$ cat src/verilog/cec_defs.svh
`ifndef CEC_DEFS_SVH
`define CEC_DEFS_SVH
`define CEC_ADDR_CONTROL      8'h9e
`define CEC_ADDR_INPUT_SEL    8'h9f
`define CEC_CONTROL_RESET     8'h00
`define CEC_INPUT_SEL_RESET   8'h00
`define CEC_BIT_RUN_IDLE      7
`define CEC_BIT_RUN_PD        6
`define CEC_BIT_RESULT        5
`define CEC_BIT_FLAG          4
`define CEC_BIT_ENABLE        3
`define CEC_COND_MSB          2
`define CEC_COND_LSB          0
`define CEC_NEG_MSB           7
`define CEC_NEG_LSB           4
`define CEC_POS_MSB           1
`define CEC_POS_LSB           0
`define CEC_INPUT_SEL_WMASK   8'hf3
`define CEC_IE_IRQ_BIT        6
`define CEC_DEBOUNCE_PULSES   2'h2
`define CEC_SETTLE_US         10
`define CEC_SETTLE_CYCLES     (`CEC_SETTLE_US * 125)
`endif

$ cat src/verilog/cec_pkg.sv
package cec_pkg;
    typedef enum logic [2:0] {
        CEC_LOW_LEVEL   = 3'h0,
        CEC_RISE        = 3'h1,
        CEC_TOGGLE_DB   = 3'h2,
        CEC_RISE_DB     = 3'h3,
        CEC_FALL        = 3'h4,
        CEC_TOGGLE      = 3'h5,
        CEC_FALL_DB     = 3'h6,
        CEC_HIGH_LEVEL  = 3'h7
    } cec_cond_e;
    typedef enum logic [1:0] {
        CEC_DB_IDLE,
        CEC_DB_WAIT,
        CEC_DB_CHECK
    } cec_db_state_e;
endpackage : cec_pkg

$ cat src/verilog/cec_sync.sv
module cec_sync (
    input  wire logic clk,
    input  wire logic arst_n,
    input  wire logic async_in,
    output logic      sync_out
);
    logic stage1_reg;
    logic stage1_next;
    logic stage2_reg;
    logic stage2_next;

    always_comb begin
        stage1_next = async_in;
        stage2_next = stage1_reg;
    end

    always_ff @(posedge clk or negedge arst_n) begin
        if (!arst_n) begin
            stage1_reg <= 1'b0;
            stage2_reg <= 1'b0;
        end else begin
            stage1_reg <= stage1_next;
            stage2_reg <= stage2_next;
        end
    end

    assign sync_out = stage2_reg;
endmodule : cec_sync

$ cat src/verilog/cec_debounce.sv
`include "cec_defs.svh"
module cec_debounce (
    input  wire logic clk,
    input  wire logic arst_n,
    input  wire logic start,
    input  wire logic expected,
    input  wire logic sample,
    input  wire logic tick,
    input  wire logic abort,
    output logic      hit
);
    import cec_pkg::*;
    cec_db_state_e state_reg;
    cec_db_state_e state_next;
    logic [1:0]    count_reg;
    logic [1:0]    count_next;
    logic          exp_reg;
    logic          exp_next;
    logic          hit_reg;
    logic          hit_next;

    always_comb begin
        state_next = state_reg;
        count_next = count_reg;
        exp_next   = exp_reg;
        hit_next   = 1'b0;
        unique case (state_reg)
            CEC_DB_IDLE: begin
                if (start) begin
                    state_next = CEC_DB_WAIT;
                    count_next = 2'h0;
                    exp_next   = expected;
                end
            end
            CEC_DB_WAIT: begin
                // Free-running timer: two overflows give at least one full period
                if (tick) begin
                    count_next = count_reg + 2'h1;
                    if (count_reg + 2'h1 == `CEC_DEBOUNCE_PULSES) begin
                        state_next = CEC_DB_CHECK;
                    end
                end
            end
            CEC_DB_CHECK: begin
                hit_next   = (sample == exp_reg);
                state_next = CEC_DB_IDLE;
            end
            default: state_next = CEC_DB_IDLE;
        endcase
        if (abort) begin
            state_next = CEC_DB_IDLE;
            hit_next   = 1'b0;
        end
    end

    always_ff @(posedge clk or negedge arst_n) begin
        if (!arst_n) begin
            state_reg <= CEC_DB_IDLE;
            count_reg <= 2'h0;
            exp_reg   <= 1'b0;
            hit_reg   <= 1'b0;
        end else begin
            state_reg <= state_next;
            count_reg <= count_next;
            exp_reg   <= exp_next;
            hit_reg   <= hit_next;
        end
    end

    assign hit = hit_reg;

    a_db_two_ticks: assert property (@(posedge clk) disable iff (!arst_n)
        (state_reg == CEC_DB_CHECK) |-> ($past(state_reg) == CEC_DB_WAIT && $past(tick)))
        else $error("debounce check without second overflow");
endmodule : cec_debounce

$ cat src/verilog/cec_top.sv
`include "cec_defs.svh"
module cec_top (
    input  wire logic       clk,
    input  wire logic       arst_n,
    input  wire logic       sfr_wr,
    input  wire logic [7:0] sfr_addr,
    input  wire logic [7:0] sfr_wdata,
    output logic      [7:0] sfr_rdata,
    input  wire logic [7:0] interrupt_enable_reg,
    input  wire logic       idle_mode,
    input  wire logic       powerdown_mode,
    input  wire logic       timer1_overflow,
    input  wire logic       analog_compare_raw,
    input  wire logic       level_compare_raw,
    output logic [1:0]      positive_source_sel,
    output logic [3:0]      negative_source_sel,
    output logic            analog_enable,
    output logic            compare_irq,
    output logic            wake_request
);
    import cec_pkg::*;
    logic [7:0] control_reg;
    logic [7:0] control_next;
    logic [7:0] input_sel_reg;
    logic [7:0] input_sel_next;
    logic       prev_reg;
    logic       prev_next;
    logic [7:0] rdata_reg;
    logic [7:0] rdata_next;
    logic       irq_reg;
    logic       irq_next;
    logic       wake_reg;
    logic       wake_next;
    logic       analog_en_reg;
    logic       analog_en_next;
    logic       cmp_sync;
    logic       lvl_sync;
    logic       db_hit;
    logic       running;
    logic       enabled;
    logic       cmp_gated;
    logic       rise;
    logic       fall;
    logic       plain_event;
    logic       db_start;
    logic       db_expected;
    logic       event_set;
    logic       level_mode;
    logic       lvl_match;
    cec_cond_e  cond;

    // Synchronise before any evaluation; the analog core does the compare and muxing
    cec_sync u_sync_cmp (
        .clk      (clk),
        .arst_n   (arst_n),
        .async_in (analog_compare_raw),
        .sync_out (cmp_sync)
    );
    cec_sync u_sync_lvl (
        .clk      (clk),
        .arst_n   (arst_n),
        .async_in (level_compare_raw),
        .sync_out (lvl_sync)
    );

    always_comb begin
        cond       = cec_cond_e'(control_reg[`CEC_COND_MSB:`CEC_COND_LSB]);
        enabled    = control_reg[`CEC_BIT_ENABLE];
        // Gated off in low power unless allowed
        running    = enabled
                     && !(idle_mode && !control_reg[`CEC_BIT_RUN_IDLE])
                     && !(powerdown_mode && !control_reg[`CEC_BIT_RUN_PD]);
        cmp_gated  = running & cmp_sync;
        rise       = cmp_gated & ~prev_reg;
        fall       = ~cmp_gated & prev_reg;
        level_mode = (cond == CEC_LOW_LEVEL) || (cond == CEC_HIGH_LEVEL);
        plain_event = 1'b0;
        db_start    = 1'b0;
        db_expected = cmp_gated;
        unique case (cond)
            CEC_LOW_LEVEL:  plain_event = ~cmp_gated;
            CEC_HIGH_LEVEL: plain_event = cmp_gated;
            CEC_RISE:       plain_event = rise;
            CEC_FALL:       plain_event = fall;
            CEC_TOGGLE:     plain_event = rise | fall;
            CEC_TOGGLE_DB:  db_start    = rise | fall;
            CEC_RISE_DB:    db_start    = rise;
            CEC_FALL_DB:    db_start    = fall;
        endcase
        event_set = running && (plain_event || db_hit);
    end

    cec_debounce u_debounce (
        .clk      (clk),
        .arst_n   (arst_n),
        .start    (db_start && running),
        .expected (db_expected),
        .sample   (cmp_gated),
        .tick     (timer1_overflow),
        .abort    (!running),
        .hit      (db_hit)
    );

    always_comb begin
        control_next   = control_reg;
        input_sel_next = input_sel_reg;
        if (sfr_wr && sfr_addr == `CEC_ADDR_CONTROL) begin
            control_next = sfr_wdata;
        end
        if (sfr_wr && sfr_addr == `CEC_ADDR_INPUT_SEL) begin
            input_sel_next = sfr_wdata & `CEC_INPUT_SEL_WMASK;
        end
        control_next[`CEC_BIT_RESULT] = cmp_gated;
        // Set beats a same-cycle software clear
        if (event_set) begin
            control_next[`CEC_BIT_FLAG] = 1'b1;
        end
        prev_next = cmp_gated;
        rdata_next = 8'h00;
        if (sfr_addr == `CEC_ADDR_CONTROL) begin
            rdata_next = control_reg;
        end else if (sfr_addr == `CEC_ADDR_INPUT_SEL) begin
            rdata_next = input_sel_reg;
        end
        irq_next = control_reg[`CEC_BIT_FLAG] && interrupt_enable_reg[`CEC_IE_IRQ_BIT];
        // Only level conditions survive in power-down: no clock for edges
        wake_next = irq_next
                    && ((idle_mode && control_reg[`CEC_BIT_RUN_IDLE] && enabled)
                        || (powerdown_mode && control_reg[`CEC_BIT_RUN_PD] && enabled
                            && level_mode));
        analog_en_next = running;
    end

    always_ff @(posedge clk or negedge arst_n) begin
        if (!arst_n) begin
            control_reg   <= `CEC_CONTROL_RESET;
            input_sel_reg <= `CEC_INPUT_SEL_RESET;
            prev_reg      <= 1'b0;
            rdata_reg     <= 8'h00;
            irq_reg       <= 1'b0;
            wake_reg      <= 1'b0;
            analog_en_reg <= 1'b0;
        end else begin
            control_reg   <= control_next;
            input_sel_reg <= input_sel_next;
            prev_reg      <= prev_next;
            rdata_reg     <= rdata_next;
            irq_reg       <= irq_next;
            wake_reg      <= wake_next;
            analog_en_reg <= analog_en_next;
        end
    end

    assign sfr_rdata           = rdata_reg;
    assign positive_source_sel = input_sel_reg[`CEC_POS_MSB:`CEC_POS_LSB];
    assign negative_source_sel = input_sel_reg[`CEC_NEG_MSB:`CEC_NEG_LSB];
    assign analog_enable       = analog_en_reg;
    assign compare_irq         = irq_reg;
    assign wake_request        = wake_reg;

    a_flag_sticks: assert property (@(posedge clk) disable iff (!arst_n)
        event_set |=> control_reg[`CEC_BIT_FLAG])
        else $error("event did not set flag");
    a_flag_hold: assert property (@(posedge clk) disable iff (!arst_n)
        (control_reg[`CEC_BIT_FLAG] && !(sfr_wr && sfr_addr == `CEC_ADDR_CONTROL))
        |=> control_reg[`CEC_BIT_FLAG])
        else $error("flag lost without clear");
    a_disabled_quiet: assert property (@(posedge clk) disable iff (!arst_n)
        (!control_reg[`CEC_BIT_ENABLE] && !(sfr_wr && sfr_addr == `CEC_ADDR_CONTROL))
        |=> !control_reg[`CEC_BIT_RESULT])
        else $error("result not low while disabled");
    a_result_ro: assert property (@(posedge clk) disable iff (!arst_n)
        1'b1 |=> control_reg[`CEC_BIT_RESULT] == $past(cmp_gated))
        else $error("result bit not from comparator");
    a_irq_gate: assert property (@(posedge clk) disable iff (!arst_n)
        compare_irq |-> $past(interrupt_enable_reg[`CEC_IE_IRQ_BIT]))
        else $error("irq without enable");
    a_level_reset: assert property (@(posedge clk) disable iff (!arst_n)
        (running && cond == CEC_HIGH_LEVEL && cmp_sync) |=> control_reg[`CEC_BIT_FLAG])
        else $error("level not re-setting flag");
    a_pd_wake_level: assert property (@(posedge clk) disable iff (!arst_n)
        (wake_request && $past(powerdown_mode) && !$past(idle_mode)) |-> $past(level_mode))
        else $error("power-down wake in edge mode");
    a_rise_sets: assert property (@(posedge clk) disable iff (!arst_n)
        (running && cond == CEC_RISE && rise) |=> control_reg[`CEC_BIT_FLAG])
        else $error("rising edge missed");
    a_idle_gate: assert property (@(posedge clk) disable iff (!arst_n)
        (idle_mode && !control_reg[`CEC_BIT_RUN_IDLE]) |=> !analog_enable)
        else $error("running in idle when gated");
endmodule : cec_top

$ cat config.mk
export PLATFORM = sky130hd
export DESIGN_NAME = cec_top
export DESIGN_NICKNAME = d
export VERILOG_FILES = /design/src/verilog/cec_pkg.sv /design/src/verilog/cec_sync.sv /design/src/verilog/cec_debounce.sv /design/src/verilog/cec_top.sv
export VERILOG_INCLUDE_DIRS = /design/src /design/src/verilog
export SDC_FILE = /design/constraint.sdc
export NUM_CORES = 1
export LEC_CHECK = 0
export BUFFER_PORTS_ARGS = -buffer_cell sky130_fd_sc_hd__buf_2
export CORE_UTILIZATION = 44
export CTS_CLUSTER_SIZE = 24
export DETAILED_ROUTE_END_ITERATION = 8
export PLACE_DENSITY_LB_ADDON = 0.3
export SYNTH_ARGS = -nofsm -noshare
export SYNTH_HDL_FRONTEND = slang
export SYNTH_SLANG_ARGS = --single-unit
$ cat constraint.sdc
create_clock -name clk -period 2.15 [get_ports clk]
set_clock_uncertainty 0.15 [all_clocks]
set_input_delay 0.3225 -clock clk [delete_from_list [all_inputs] [get_ports clk]]
set_output_delay 0.3225 -clock clk [all_outputs]
set_load 0.05 [all_outputs]
**Yosys cells after proc, flatten, opt, wreduce, memory -nomap -nowiden**

Index checks and enable logic that the tools add are counted.

- Add/sub/neg operators: 1
- Equal/unequal tests: 18
- Multiplexer cells: 16
- Bitwise operators: 6
- Reduce and logical (&&, ||, !) cells: 29

Operators by type and width:

| cell | count |
|---|---|
| equality test 8 bit (second input constant) | 2 |
| 2-to-1 mux 8 bit | 2 |
| logical AND 1 bit | 15 |
| equality test 3 bit (second input constant) | 4 |
| 2-to-1 mux 2 bit | 6 |
| case mux 2 bit (2 select lines) | 2 |
| equality test 3 x 2 -> 1 bit (second input constant) | 2 |
| != test 3 x 2 -> 1 bit (second input constant) | 2 |
| AND reduction 3 bit | 2 |
| 2-to-1 mux 5 bit | 1 |
| case mux 1 bit (5 select lines) | 1 |
| equality test 2 bit (second input constant) | 2 |
| logical NOT 1 bit | 4 |
| nonzero test 2 bit | 2 |
| AND 1 bit | 3 |
| equality test 3 x 1 -> 1 bit (second input constant) | 1 |
| logical NOT 3 bit | 1 |
| logical OR 1 bit | 3 |
| 2-to-1 mux 1 bit | 3 |
| != test 3 bit (second input constant) | 1 |
| case mux 1 bit (3 select lines) | 1 |
| adder 2 x 1 -> 2 bit (second input constant) | 1 |
| equality test 2 x 1 -> 1 bit (second input constant) | 1 |
| logical NOT 2 bit | 1 |
| 6 further kinds | 7 |

- Bits in registers: 33
- Input bits: 32
- Output and inout port bits: 17
- Word-level logic and storage cells: 84

**Depth between registers and ports, before layout**

Gate-level depths: netlist of the first run.

- Depth after elaboration: 14
- Mapped depth: 9
- Gate-level depth less buffers: 9

**Modules after synthesis**

From an unflattened synthesis of the first run, not the netlist that was laid out.

- Cell total of the unflattened synthesis: 110
- Area total of the unflattened synthesis: 1490.2 um2

By module, submodules not included:

| module | instances | cells each | area each (um2) |
|---|---|---|---|
| cec_top | 1 | 85 | 1124.8 |
| cec_debounce | 1 | 23 | 315.3 |
| cec_sync | 1 | 2 | 50.0 |

**Worst setup path before layout of the first run**

Ideal clock, no wire load.

- Path type: register to register
- Start: register control_reg[7]
- End: register u_debounce.exp_reg
- Setup time: 125 ps
- Arrival: 2017 ps
- Data required time: 1875 ps
- Path slack: -142 ps
- Cell stages (with the launch flop): 8
- Clock period less this slack: 2292 ps
- Cells stage by stage: dfrtp_1 > o221ai_1 > nor2_1 > ha_1 > mux2i_1 > o211ai_1 > nor4_2 > mux2_2

- Word-level cells in the longest chain between the ends: 12
- Elaborated cells between the ends (all ways): 13
- Classes of those cells: 1 x mux; 5 x bitwise; 7 x reduce/logical

Ends and longest elaborated chain:

| item | RTL line | text |
|---|---|---|
| start: declaration | cec_top.sv:22 | `logic [7:0] control_reg;` |
| start signal: assignment | cec_top.sv:136 | `` control_reg <= `CEC_CONTROL_RESET; `` |
| start signal: assignment | cec_top.sv:144 | `control_reg <= control_next;` |
| logical NOT 1 bit * | cec_top.sv:71 | `` && !(idle_mode && !control_reg[`CEC_BIT_RUN_IDLE]) `` |
| logical AND 1 bit * | cec_top.sv:71 |  |
| logical NOT 1 bit * | cec_top.sv:71 |  |
| logical AND 1 bit * (2 in a row) | cec_top.sv:70 | `running = enabled` |
| AND 1 bit * | cec_top.sv:73 | `cmp_gated = running & cmp_sync;` |
| named net cmp_gated | cec_top.sv:41 | `logic cmp_gated;` |
| NOT 1 bit | cec_top.sv:75 | `fall = ~cmp_gated & prev_reg;` |
| AND 1 bit | cec_top.sv:75 |  |
| OR 1 bit | cec_top.sv:86 | `CEC_TOGGLE_DB: db_start = rise \| fall;` |
| case mux 1 bit (3 select lines) | cec_top.sv:80 | `unique case (cond)` |
| logical AND 1 bit | cec_top.sv:96 | `.start (db_start && running),` |
| AND reduction 2 bit (no source line) | n/a |  |
| end signal: assignment | cec_debounce.sv:65 | `exp_reg <= exp_next;` |
| end: declaration | cec_debounce.sv:17 | `logic exp_reg;` |

The timed path passes the listed nets; every way through them passes the cells marked *.
A chain may end at the register's enable or synchronous reset.

**Worst setup path after layout of the first run**

Same ends and word-level chain as after synthesis.

==> impl_metrics.toml, run 1 <==
[clock_tree]
tritoncts = "yes"
ctsRootBufferMaster = "clkbuf_4"
clk_path_buf_depth = 2
clk_latency_ns = 0.34
numClockSinks = 33
cts.clk_slew.worst_paths_ns = 0.11
h-tree-depth = 2
post_cts_buffers = 0
cts_buffers = 5

[power_and_ir_drop]
comb_power_share_pct = 10.8
seqPwrFrac_pct = 59.5
p_switching_mw = 0.295
vdd.ir_drop.worst_mv = 0.315
power_mw = 1.10
p_int_mw = 0.810
pwr-share-clk_pct = 29.7
swShare_pct = 26.7
p_per_area_nw_per_um2 = 604
p_leak_nw = 0.956

[routing]
firstDrtPassIters = 4
drt_iter0_drc = 28
vias_per_cell = 5.18
vias = 1093
antenna_left = 0
routed_wl_mm = 2.92
wl_per_cell_um = 13.9
route.detailed.drc = 0

[layout]
finalNonFillerCells = 211
fin_util_pct = 58.9
syn2layout_area_growth_pct = 24.9
layout.nets = 200
layout_commonest_cell = "buf_2"
drive_above_1_share_pct = 49.1
stdcell_area_um2 = 1830
n_fill_cell = 291
insertedDiodeCount = 0
final_cell_mix = "40 x buf_2, 33 x dfrtp_1, 13 x mux2_2"

[setup_path]
cp_num_buf_inv = 0
cp.required_ns = 2.22
cp.depth = 7
cp_slowest_cell = "dfrtp_1"
r2r_cells = 7
cp_top_family = "multiplexers"
crit_chain = "o221ai_2, nor2_2, ha_1, mux2i_1, o211ai_1, nor4_2, mux2_2"
worstSetupPathType = "flop to flop"
max_stage_delay_ns = 0.44
crit_fanout = 4
cp-start-kind = "flop"
crit_arrival_ns = 2.17
cp-end-kind = "flop"

[placement]
post_dp_cell_area_um2 = 1750
dp_cells = 201
dp_hpwl_mm = 2.15
place.port_buffers = 40
gp_congestion = 0.718

[timing]
period_minus_slack_ns = 2.11
max_slew_margin_pct = 52.7
setup_viol = 0
fmax_ghz = 0.475
slew_violations = 0
rsz0062_at_grt = "true"
final.setup.tns_ns = 0
worst_pin_slew_ns = 0.710
fin_crit_sh_pct = 98.0
hold_viol_final = 0

[floorplanning]
die_h_um = 59.7
pin_count = 49
row_count = 20
die_x_um = 59.7
dieArea_um2 = 3560
start_util_pct = 47.2
core_area_um2 = 3100

[synthesis]
synth_nets = 148
async_flop_share_pct = 100
yosysWarnings = 0
synthesis.area_um2 = 1460
synth_enable_flop_cells = 0
synth.distinct_cells = 34
synth-seq-cells = 33
synthCells = 114
synth.yosys.seq_area_share_pct = 56.4
synth_flop_cell = "dfrtp_1"
syn-mean-instance-area_um2 = 12.8

[global_routing]
groute.usage.overall_pct = 19.5
first_global_vias = 1078
grt_max_degree = 34
antenna_found_initial = 0
grt_pass1_wl_mm = 4.80
overflow = 0

[worst_hold_path]
hold_class = "input port to flop"
hold_depth = 2

[status]
outcome = "completed"

[job]
drv_cap = 0
## cell usage after synthesis (3+ instances only)
library cell	instances	area [um^2]
dfrtp_1	33	826
mux2_2	13	146
inv_1	9	33.8
a22o_2	6	60.1
nand2_1	5	18.8
a31oi_1	3	18.8
nand3_1	3	15.0
nor2_1	3	11.3
o211ai_1	3	22.5
o21ai_0	3	15.0
## power groups by stage
stage	clock, mW	combinational, mW	sequential (mW)
global route	0.368	0.130	0.660
global placement	0	0.114	0.668
detailed placement	0	0.118	0.669
floorplan	0	0.0389	0.692
CTS	0.337	0.122	0.657
finish	0.328	0.119	0.657
## final cells by class
type | instances | area (um^2) | share of cell area, %
multi-input combinational | 70 | 604 | 33.1
clock inverter | 2 | 10.0 | 0.548
timing repair buffer | 47 | 258 | 14.1
inverter | 9 | 33.8 | 1.85
clock buffer | 6 | 41.3 | 2.26
tap | 44 | 55.1 | 3.01
sequential | 33 | 826 | 45.2
## final timing paths
path / slack, ns / start / endpoint
setup / recovery: 0.04 / control_reg[7]$_DFFE_PN0P_ / u_debounce.exp_reg$_DFFE_PN0P_
max in group asynchronous: 0.97 / arst_n / u_debounce.state_reg[0]$_DFFE_PN0P_
setup reg to reg: 0.04 / control_reg[7]$_DFFE_PN0P_ / u_debounce.exp_reg$_DFFE_PN0P_
hold / removal: 0.07 / sfr_wdata[3] / control_reg[3]$_DFFE_PN0P_
hold reg to reg: 0.21 / u_sync_cmp.stage1_reg$_DFF_PN0_ / u_sync_cmp.sync_out$_DFF_PN0_
min in group asynchronous: 0.41 / arst_n / sfr_rdata[7]$_DFF_PN0_
## cells by family after synthesis
| logic type | after synthesis | share of synthesized area [%] |
|---|---|---|
| DFF | 33 | 56.4 |
| muxes | 15 | 11.4 |
| adders and majority gates | 2 | 1.71 |
| xor gates and xnor gates | 1 | 0.598 |
| and+or+nand+nor | 28 | 14.7 |
| AOI/OAI and AO/OA | 24 | 12.3 |
| buffers and inverters | 11 | 2.91 |
## metal layers
metal | track usage [%] | wire [um] | vias to the layer above
met4 | 8.64 | 58 | 0
met1 | 21.2 | 1210 | 523
li1 | - | - | 522
met5 | 0 | 0 | -
met2 | 33.8 | 1490 | 41
met3 | 7.14 | 168 | 7
## per-stage QoR
stage | hold slack, ns | setup slack, ns
global route | 0.0367 | -0.0879
floorplan | -0.123 | 0.0209
global placement | 0.185 | 0.0341
detailed placement | 0.192 | -0.00893
CTS | 0.0593 | 0.0286
finish | 0.0688 | 0.0437
## repair_timing
| item | CTS | global route |
|---|---|---|
| hold endpoints to repair | 34 | 0 |
| gates resized for setup | 0 | 1 |
| hold buffers | 2 | 0 |
| setup endpoints to repair | 0 | 1 |
No activity file was read; power rests on OpenSTA's default activity.
==> run 2, diff against run 1 <==
- SYNTH_HIERARCHICAL: not set -> 1
==> run 2 against run 1 <==
The run now ends with setup timing left. First-iteration DRC count is 14% higher. Sequential share of layout area shrank 2.0 points. Critical endpoint is now u_debounce/count_reg[0]$_DFFE_PN0P_. Register-to-register slack got worse by 0.08 ns. Non-clock buffer count up 7. Flip-flop and latch count unchanged. Clock-buffer cell count unchanged. Sequential power about the same. Worst hold slack worse by 0.034 ns. Total power down 0.56%.
==> impl_metrics.toml, run 2 <==
[synthesis]
synthesis.area_um2 = 1490
synth_nets = 145
synth_common_cells = "33 x dfrtp_1, 8 x inv_1, 6 x a22o_1, 6 x mux2_2, 6 x mux2_4"
synth_top_area_cell = "dfrtp_1"
syn-mean-instance-area_um2 = 13.5
synth.distinct_cells = 38
synth_flop_cell = "dfrtp_1"
synth.yosys.seq_area_share_pct = 55.4
netlist.area_leader.share_pct = 55.4
synth.area.top_cells = "dfrtp_1 55%, mux2_4 6.0%, mux2_2 4.5%, a22o_1 3.5%, ha_1 2.5%"
synth_most_common_cell = "dfrtp_1"
synthCells = 110
synth-seq-cells = 33
yosysWarnings = 6
synth_enable_flop_cells = 0
async_flop_share_pct = 100

[routing]
routed_wl_mm = 2.85
wl_per_cell_um = 13.4
firstDrtPassIters = 4
vias_per_cell = 5.09
drt_iter0_drc = 32
antenna_left = 0
route.detailed.drc = 0
vias = 1085

[clock_tree]
h-tree-depth = 2
tritoncts = "yes"
cts_buffers = 5
ctsRootBufferMaster = "clkbuf_4"
cts.clk_slew.worst_paths_ns = 0.09
numClockSinks = 33
clk_latency_ns = 0.33
clk_path_buf_depth = 2

[setup_path]
crit_chain = "o221a_4, nand2_4, inv_2, ha_4, o211ai_1, o2111a_1, buf_4, o21bai_4, a221o_1"
cp_slowest_cell = "dfrtp_1"
cp.required_ns = 2.22
crit_fanout = 3
cp-end-kind = "flop"
crit_arrival_ns = 2.26
cp_top_family = "compound AO/OA/AOI/OAI gates"
worstSetupPathType = "flop to flop"
cp-start-kind = "flop"
max_stage_delay_ns = 0.40
cp_num_buf_inv = 2

[worst_hold_path]
hold_class = "input port to flop"

[global_routing]
grt_busiest_layer = "met2"
first_global_vias = 1054
grt_max_degree = 34
groute.usage.overall_pct = 17.8
met2_usage_pct = 31.6
overflow = 0
grt_pass1_wl_mm = 4.57
grt_use_met3_pct = 6.06
antenna_found_initial = 0
gr-usage-met1_pct = 19.3

[status]
violations = "setup timing"
outcome = "finished with violations"

[floorplanning]
die_h_um = 60.2
core_area_um2 = 3130
row_count = 20
dieArea_um2 = 3620
die_x_um = 60.2
pin_count = 49
start_util_pct = 47.6

[timing]
hold_viol_final = 0
period_minus_slack_ns = 2.19
hold-worst-slack_ns = 0.0353
fmax_ghz = 0.456
final.setup.tns_ns = -0.0913
slew_violations = 0
max_slew_margin_pct = 53.1
rsz0062_at_grt = "true"
worst_pin_slew_ns = 0.704
setup_slack_ns = -0.0408
fin_crit_sh_pct = 102
setup_viol = 3

[placement]
dp_hpwl_mm = 2.17
dp_cells = 200
place.port_buffers = 40
gp_congestion = 0.779
post_dp_cell_area_um2 = 1810
dp_slack_ns = -0.0928

[power_and_ir_drop]
swShare_pct = 25.5
p_int_mw = 0.818
pwr-share-clk_pct = 28.8
comb_power_share_pct = 11.4
p_switching_mw = 0.280
p_per_area_nw_per_um2 = 575
seqPwrFrac_pct = 59.8
power_mw = 1.10
p_leak_nw = 1.07
vdd.ir_drop.worst_mv = 0.327

[layout]
largest_reg_flops = 8
final_cell_mix = "40 x buf_2, 33 x dfrtp_1, 12 x buf_4"
fin_util_pct = 61.1
n_fill_cell = 252
insertedDiodeCount = 0
layout.nets = 203
stdcell_area_um2 = 1910
syn2layout_area_growth_pct = 28.3
drive_above_1_share_pct = 47.3
finalNonFillerCells = 213
layout_commonest_cell = "buf_2"

[job]
drv_cap = 0
[run 2: layout make-up]
cell class	count	area (um^2)	area share, %
clock buffers	6	41.3	2.16
multi-input cells	66	639	33.4
repair buffers	54	310	16.2
clock inverters	2	10.0	0.524
flip-flops and latches	33	826	43.2
inverters	8	30.0	1.57
well taps	44	55.1	2.88
[run 2: power by group through the flow]
stage	clock network, mW	registers, mW	logic (mW)
2_1_floorplan	0	0.692	0.0390
3_3_place_gp	0	0.667	0.119
3_5_place_dp	0	0.669	0.121
4_1_cts	0.331	0.657	0.126
5_1_grt	0.358	0.660	0.137
6_report	0.316	0.657	0.126
[run 2: what timing repair did]
| action | CTS | global route |
|---|---|---|
| hold endpoints to repair | 34 | 0 |
| pin swaps | 4 | 1 |
| setup buffers | 2 | 1 |
| gates resized for setup | 0 | 2 |
| setup endpoints to repair | 3 | 5 |
| hold buffers | 2 | 0 |
[run 2: path summary, 6_finish.rpt]
| path | slack [ns] | cells past startpoint | endpoint | startpoint |
|---|---|---|---|---|
| min reg2reg | 0.21 | 0 | u_sync_cmp/sync_out$_DFF_PN0_ | u_sync_cmp/stage1_reg$_DFF_PN0_ |
| max in group asynchronous | 0.97 | 2 | u_debounce/hit$_DFF_PN0_ | arst_n |
| min | 0.04 | 2 | sfr_rdata[2]$_DFF_PN0_ | sfr_addr[0] |
| max | -0.04 | 9 | u_debounce/count_reg[0]$_DFFE_PN0P_ | control_reg[7]$_DFFE_PN0P_ |
| min in group asynchronous | 0.42 | 2 | sfr_rdata[6]$_DFF_PN0_ | arst_n |
| max reg2reg | -0.04 | 9 | u_debounce/count_reg[0]$_DFFE_PN0P_ | control_reg[7]$_DFFE_PN0P_ |
[run 2: cells by family (layout without fill, tap and decap cells)]
logic type	Yosys count	count (layout)	share of synthesized area, %
AOI/OAI and AO/OA	20	20	11.9
adders and majority gates	3	3	2.52
buffers and inverters	11	70	3.86
muxes	14	14	12.1
and+or+nand+nor	28	28	13.6
xor gates and xnor gates	1	1	0.588
DFF	33	33	55.4
[run 2: routing by layer]
metal  part of all wire [%]  vias up
met5                      0        -
met3                    4.0        5
met4                    1.5        0
met2                     52       26
li1                       -      524
met1                     42      530
